--- config.mk ---
export PLATFORM = sky130hd
export DESIGN_NAME = sfcs_status
export DESIGN_NICKNAME = d
export VERILOG_FILES = /design/src/core/sfcs_pkg.sv /design/src/core/sfcs_status.sv
export SDC_FILE = /design/constraint.sdc
export NUM_CORES = 1
export LEC_CHECK = 0
export BUFFER_PORTS_ARGS = -buffer_cell sky130_fd_sc_hd__buf_2
export CAP_MARGIN = 10
export CORE_ASPECT_RATIO = 2
export CORE_MARGIN = 8
export CORE_UTILIZATION = 46
export CTS_CLUSTER_SIZE = 10
export DETAILED_ROUTE_END_ITERATION = 8
export GPL_TIMING_DRIVEN = 0
export PLACE_DENSITY = 0.77
export SYNTH_ARGS = -nofsm -noshare
export SYNTH_HDL_FRONTEND = slang
export SYNTH_SLANG_ARGS = --single-unit
--- constraint.sdc ---
create_clock -name ref_clk -period 2.95 [get_ports ref_clk]
set_input_delay 0.295 -clock ref_clk [delete_from_list [all_inputs] [get_ports ref_clk]]
set_output_delay 0.295 -clock ref_clk [all_outputs]
set_load 0.005 [all_outputs]
--- src/core/sfcs_pkg.sv ---
`default_nettype none
package sfcs_pkg;
  localparam int unsigned CNT_W        = 4;
  localparam int unsigned REG_W        = 8;
  // field positions inside both status registers
  localparam int unsigned RSV_BIT      = 7;
  localparam int unsigned RST_BIT      = 6;
  localparam int unsigned DRV_BIT      = 5;
  localparam int unsigned FAIL_BIT     = 4;
  localparam int unsigned CNT_LSB      = 0;
  // initial values and the counter maximum
  localparam logic        WD_RST_INIT  = 1'b0;
  localparam logic        WD_DRV_INIT  = 1'b1;
  localparam logic        WATCHDOG_FAULT_FLAG_INIT = 1'b0;
  localparam logic        H_RST_INIT   = 1'b0;
  localparam logic        H_DRV_INIT   = 1'b0;
  localparam logic        H_FAIL_INIT  = 1'b0;
  localparam logic [3:0]  H_CNT_INIT   = 4'h5;
  localparam logic [3:0]  CNT_MAX      = 4'hf;
endpackage
`default_nettype wire

--- src/core/sfcs_status.sv ---
`default_nettype none
module sfcs_status #(
  parameter int unsigned CNT_W = sfcs_pkg::CNT_W
) (
  input  wire logic       ref_clk,
  input  wire logic       reset,
  input  wire logic       sysResetEvent,
  input  wire logic       logicSelfTestRun,
  input  wire logic       wdCfgChange,
  input  wire logic       hostErrorMonitorConfig,
  input  wire logic       diagState,
  input  wire logic       cfgLock,
  input  wire logic       wdBadEvent,
  input  wire logic       hostErrorFail,
  input  wire logic [3:0] watchdogResetThreshold,
  input  wire logic [3:0] watchdogDriveOffThreshold,
  input  wire logic [3:0] hostErrorResetThreshold,
  input  wire logic [3:0] hostErrorDriveOffThreshold,
  input  wire logic       rdWdStatus,
  input  wire logic       rdHostStatus,
  input  wire logic       wrWdCounter,
  input  wire logic       wrHostCounter,
  input  wire logic [3:0] wrData,
  output logic [7:0]      wdStatus,
  output logic [7:0]      hostStatus
);

  if (CNT_W != sfcs_pkg::CNT_W) begin : g_cnt_w_check
    $error("counter width must be four");
  end

  typedef struct packed {
    logic       wdRst;
    logic       wdDrv;
    logic       wdFail;
    logic [3:0] wdCnt;
    logic       hRst;
    logic       hDrv;
    logic       hFail;
    logic [3:0] hCnt;
    logic       hCfgPrev;
    logic       hCfgValid;
  } sfcs_state_s;

  sfcs_state_s state_q;
  sfcs_state_s state_d;

  function automatic logic atLeast(input logic [3:0] cnt,
                                   input logic [3:0] th);
    atLeast = (cnt >= th);
  endfunction

  function automatic logic [3:0] incSat(input logic [3:0] cnt);
    incSat = (cnt == sfcs_pkg::CNT_MAX) ? cnt : cnt + 4'h1;
  endfunction

  logic wrAllowed;
  logic wdInit;
  logic hCfgChange;
  logic hInit;
  logic wdRstCond;
  logic wdDrvCond;
  logic hRstCond;
  logic hDrvCond;

  always_comb begin
    wrAllowed  = diagState && !cfgLock;
    wdInit     = sysResetEvent || logicSelfTestRun || wdCfgChange;
    hCfgChange = state_q.hCfgValid &&
                 (hostErrorMonitorConfig != state_q.hCfgPrev);
    hInit      = sysResetEvent || logicSelfTestRun || hCfgChange;
    // reset enable plays no part in this condition
    wdRstCond  = atLeast(state_q.wdCnt, watchdogResetThreshold);
    wdDrvCond  = atLeast(state_q.wdCnt, watchdogDriveOffThreshold);
    hRstCond   = atLeast(state_q.hCnt, hostErrorResetThreshold);
    hDrvCond   = atLeast(state_q.hCnt, hostErrorDriveOffThreshold);
  end

  always_comb begin
    state_d = state_q;
    state_d.hCfgPrev  = hostErrorMonitorConfig;
    state_d.hCfgValid = 1'b1;
    // latched flags; a read clears only an absent condition
    state_d.wdRst  = wdRstCond || (state_q.wdRst && !rdWdStatus);
    state_d.wdDrv  = wdDrvCond || (state_q.wdDrv && !rdWdStatus);
    state_d.wdFail = wdBadEvent || (state_q.wdFail && !rdWdStatus);
    state_d.hRst   = hRstCond || (state_q.hRst && !rdHostStatus);
    state_d.hDrv   = hDrvCond || (state_q.hDrv && !rdHostStatus);
    state_d.hFail  = hostErrorFail || (state_q.hFail && !rdHostStatus);
    if (wdBadEvent) begin
      state_d.wdCnt = incSat(state_q.wdCnt);
    end
    if (hostErrorFail) begin
      state_d.hCnt = incSat(state_q.hCnt);
    end
    if (wrWdCounter && wrAllowed) begin
      state_d.wdCnt = wrData;
    end
    if (wrHostCounter && wrAllowed) begin
      state_d.hCnt = wrData;
    end
    if (wdInit) begin
      state_d.wdDrv  = sfcs_pkg::WD_DRV_INIT;
      state_d.wdFail = sfcs_pkg::WATCHDOG_FAULT_FLAG_INIT;
      state_d.wdCnt  = watchdogDriveOffThreshold;
      if (logicSelfTestRun || wdCfgChange) begin
        state_d.wdRst = sfcs_pkg::WD_RST_INIT;
      end
    end
    if (hInit) begin
      state_d.hRst  = sfcs_pkg::H_RST_INIT;
      state_d.hDrv  = sfcs_pkg::H_DRV_INIT;
      state_d.hFail = sfcs_pkg::H_FAIL_INIT;
      state_d.hCnt  = sfcs_pkg::H_CNT_INIT;
    end
    if (reset) begin
      state_d.wdRst     = sfcs_pkg::WD_RST_INIT;
      state_d.wdDrv     = sfcs_pkg::WD_DRV_INIT;
      state_d.wdFail    = sfcs_pkg::WATCHDOG_FAULT_FLAG_INIT;
      state_d.wdCnt     = watchdogDriveOffThreshold;
      state_d.hRst      = sfcs_pkg::H_RST_INIT;
      state_d.hDrv      = sfcs_pkg::H_DRV_INIT;
      state_d.hFail     = sfcs_pkg::H_FAIL_INIT;
      state_d.hCnt      = sfcs_pkg::H_CNT_INIT;
      state_d.hCfgPrev  = 1'b0;
      state_d.hCfgValid = 1'b0;
    end
  end

  always_ff @(posedge ref_clk) begin
    state_q <= state_d;
  end

  // register images; top bit reads zero
  always_comb begin
    wdStatus = {1'b0, state_q.wdRst, state_q.wdDrv, state_q.wdFail,
                state_q.wdCnt};
    hostStatus = {1'b0, state_q.hRst, state_q.hDrv, state_q.hFail,
                  state_q.hCnt};
  end
endmodule
`default_nettype wire

After elaboration in Yosys (flattened, before gate mapping)
Index checks and enable logic that the tools add are counted.
{ "word_totals": {"reg_bits": 16, "latch_bits": 0, "mem_bits_rw": 0, "mem_bits_ro": 0, "inputBits": 34, "output_inout_bits": 16, "wordCells": 60, "mem_count": 0} }
{ "classes": {"addsub": 2, "mul": 0, "n_div": 0, "order_cmp": 4, "eq_ne": 5, "shift": 0, "mux": 10, "bitwise": 0, "reduce_logical": 29} }
{ "ops": {"columns": ["operator", "n"], "rows": [
  ["4-bit 2-to-1 mux", 6],
  ["4-bit >= comparator", 4],
  ["7-bit 2-to-1 mux", 2],
  ["13-bit 2-to-1 mux", 1],
  ["1-bit logical AND", 10],
  ["1-bit logical OR", 10],
  ["4-bit by 1-bit adder with 4-bit output, second input constant", 2],
  ["4-bit equality test, second input constant", 2],
  ["4-bit by 3-bit inequality test with 1-bit output, second input constant", 1],
  ["2-bit AND reduction", 2],
  ["4-bit nonzero test", 1],
  ["2-bit OR reduction", 2],
  ["1-bit zero test", 3],
  ["2-bit by 1-bit inequality test with 1-bit output, second input constant", 1],
  ["2-bit nonzero test", 1],
  ["1-bit 2-to-1 mux", 1],
  ["1-bit inequality test", 1]
]} }

Depth between registers and ports, before layout
{ "depth": {"word_depth": 6, "mapped_depth": 6, "mapped_depth_nobuf": 6} }

Worst setup path before layout
Ideal clock, no wire load.
{ "synth_timing": {"path_type": "reg-to-reg", "startpoint": "register state_q, in the netlist wdStatus[0]", "endpoint": "register state_q, in the netlist wdStatus[6]", "setup_ns": 0.129, "arrival_time_ns": 1.446, "required_time_ns": 2.821, "setup_slack_ns": 1.375, "stages_incl_launch_ff": 7, "path_buffers": 0, "synth_period_minus_slack_ns": 1.575, "cell_sequence": "edfxtp_1 -> inv_1 -> ha_1 -> nand2b_1 -> a21o_1 -> a2111oi_0 -> nor2_1"} }
{ "synth_via": {"elab_chain_cells": 4} }
{ "synth_lines": {"columns": ["element", "line", "source"], "rows": [
  ["from (decl)", "sfcs_status.sv:45", "sfcs_state_s state_q;"],
  ["from (signal assigned)", "sfcs_status.sv:131", "state_q <= state_d;"],
  ["4-bit >= comparator *", "sfcs_status.sv:50", "atLeast = (cnt >= th);"],
  ["1-bit logical OR *", "sfcs_status.sv:84", "state_d.wdRst = wdRstCond || (state_q.wdRst && !rdWdStatus);"],
  ["1-bit 2-to-1 mux", "sfcs_status.sv:106", "if (logicSelfTestRun || wdCfgChange) begin"],
  ["7-bit 2-to-1 mux *", "sfcs_status.sv:102", "if (wdInit) begin"]
]} }
Mark *: on every way between the ends. The rest lies on a longest branch, timed or not.
A chain may end at the register's enable or synchronous reset.

Worst setup path in the final report
Same ends and word-level chain as after synthesis.

==> impl_metrics.json <==
{
  "r2r_setup_slack_ns": 1.24,
  "ant_nets": 0,
  "max_freq_mhz": 584.7,
  "period_share_pct": 57.98,
  "antenna_found_initial": 0,
  "post_dp_cell_area_sq_um": 1513,
  "numCtsBuffers": 3,
  "dr.pass1.iters": 4,
  "timing.final.max_slew_violations": 0,
  "vias": 1152,
  "yosys.area.top_type": "dfxtp_1",
  "crit-reg2reg-capture": "wdStatus[6]",
  "drt-initial-drc-count": 15,
  "cp-startpoint": "wdStatus[0]",
  "viasPerCell": 5.143,
  "final_common_cell": "buf_2",
  "setup.worst_path.start_class": "flop",
  "regArea_sq_um": 360.3,
  "grt_pass1_wl_um": 5271,
  "final_nets": 249,
  "worst-setup-path-type": "reg2reg",
  "ys_seq_area_share_pct": 29.09,
  "async_reset_ff_share_pct": 0,
  "pin_count": 50,
  "wl_per_cell_um": 14.10,
  "antenna_cells": 0,
  "gp_congestion": 0.7840,
  "hold_class": "in2reg",
  "cts_resized": 0,
  "status": "finished clean",
  "ys_top_cells_by_area": "dfxtp_1 (19%), ha_1 (18%), buf_4 (9.7%), edfxtp_1 (9.7%), inv_1 (5.5%)",
  "finalWirelength_um": 3158,
  "crit_fanout": 5,
  "arrival_ns": 1.84,
  "grtUsageTotal_pct": 14.51,
  "ir_drop_uv": 260.6,
  "slowest_delay_ns": 0.46,
  "clkLatencyLatePin_ns": 0.25,
  "fillers": 245,
  "globalRouteOverflowTotal": 0,
  "synthesis.instances": 144,
  "hold_violations": 0,
  "core_area_sq_um": 2570,
  "dieArea_sq_um": 4710,
  "whs_path_depth": 2,
  "cts_tree": "built",
  "cap_violations": 0,
  "syn_area_sq_um": 1239,
  "critPathSlowestCell": "edfxtp_1",
  "cts_hold_buf": 0,
  "drive_gt1_share_pct": 35.71,
  "dieWidth_um": 52.70,
  "min_period_ns": 1.710,
  "crit_required_ns": 3.08,
  "hp-start": "reset",
  "clock_sinks": 16,
  "first_global_vias": 1283,
  "pwr_density_cell_nw_per_um2": 359.7,
  "clk_pin_slew_ns": 0.07,
  "portBuffers": 47,
  "die_h_um": 89.39,
  "h-tree-depth": 1,
  "grt_max_degree": 10,
  "tns_ns": 0,
  "hpwl_um": 2739,
  "fin_skew_ns": 0.002057,
  "syn_to_final_growth_pct": 26.57,
  "post_cts_buffers": 0,
  "holdPathEnd": "state_q[0]",
  "worstPathCellList": "inv_1, ha_1, nand2b_1, a21o_1, a2111oi_0, nor2_1",
  "cp_top_family": "compound AO/OA/AOI/OAI gates",
  "yosysWarnings": 0,
  "start_util_pct": 48.20,
  "final_area_sq_um": 1568,
  "finalSetupViolations": 0,
  "multi_input_area_sq_um": 689.4,
  "r2r_start": "wdStatus[0]",
  "remaining_drc_errors": 0,
  "row_count": 26,
  "endpoint_kind": "flop",
  "synth_cell_type_count": 33,
  "ys_ff_latch": 16,
  "p_leak_nw": 0.8417,
  "syn_avg_cell_area_sq_um": 8.602,
  "synth_edf_count": 4,
  "synthFlopType": "dfxtp_1",
  "layout_common_cells": "buf_2 (48), inv_1 (18), ha_1 (18), buf_4 (16)",
  "clock-root-buffer": "clkbuf_8",
  "clock_path_buffers": 2,
  "synth.top_cell.area_share_pct": 19.39,
  "rsz0062_at_grt": "false",
  "worstRegToRegCells": 6,
  "path_buf_inv": 1
}
cell type report:
class,count,share of cell area (%)
Buffer,17,7.981
Clock buffer,4,3.512
Inverter,18,4.310
Multi-Input combinational cell,94,43.97
Sequential cell,16,22.98
Tap cell,28,2.235
Timing Repair Buffer,47,15.00
worst reg2reg max path: cells and delay by family, from the launching register on:
kind / cells / cell delay (ns)
AOI/OAI and AO/OA: 2 / 0.56
DFF: 1 / 0.46
and+or+nand+nor: 2 / 0.23
adders and majority gates: 1 / 0.22
buffers and inverters: 1 / 0.11
report_power, final:
| part | total, mW | switching [mW] | internal [mW] |
|---|---|---|---|
| clock | 0.198 | 0.0797 | 0.119 |
| sequential | 0.245 | 0.0104 | 0.234 |
| combinational | 0.121 | 0.0572 | 0.0637 |
layer usage:
metal	up-vias	wire, um	track usage [%]
li1	588	-	-
met1	519	1114	12.43
met2	40	1751	28.12
met3	5	242	4.667
met4	0	50	6.635
met5	-	0	0
sequential cells by signal, summed over array words and instances (netlist names):
signal      flops
state_q         2
wdStatus        7
hostStatus      7
per-stage QoR:
step                      instances  hold slack [ns]  utilization (%)  setup WS, ns  total power, mW
final                           224           0.2638            61.00         1.240           0.5640
after global routing            224           0.2693            61.00         1.115           0.5973
after CTS                       224           0.2621            61.00         1.201           0.5673
after detailed placement        220           0.4564            58.86         1.193           0.3713
after global placement          220           0.4563            58.86         1.229           0.3645
after floorplan                 145           0.3515                -         1.375           0.3170
cells by family after synthesis:
logic type	Yosys count	synth area share [%]
buf+inv	35	15.56
xor+xnor	4	2.829
other cells	1	0.3027
fa+ha+maj	18	18.18
compound gates	29	14.95
flops	16	29.09
simple gates	39	17.47
mux	2	1.616
synthesized netlist by cell type, types with 2 or more instances:
cell,number
o21ai_1,3
xor2_1,2
buf_4,16
mux2i_1,2
edfxtp_1,4
o21ai_0,6
o211ai_1,2
nor3_1,4
a21oi_1,7
dfxtp_1,12
xnor2_1,2
a221oi_1,2
a211o_1,2
a21o_1,2
nor2b_1,4
ha_1,18
a211oi_1,2
nand3_1,4
nand3b_1,2
nand2_1,12
nor2_1,6
inv_1,18
nand2b_1,2
how the worst max path moves through the flow:
| stage | slack (ns) | to | depth (start not counted) |
|---|---|---|---|
| 2_1_floorplan | 1.37 | wdStatus[6] | 6 |
| 3_3_place_gp | 1.23 | wdStatus[6] | 6 |
| 3_5_place_dp | 1.19 | wdStatus[6] | 6 |
| 4_1_cts | 1.20 | wdStatus[6] | 6 |
| 5_1_grt | 1.11 | wdStatus[6] | 6 |
| 6_report | 1.24 | wdStatus[6] | 6 |
Note: power is estimated with default switching activity, not from simulation.
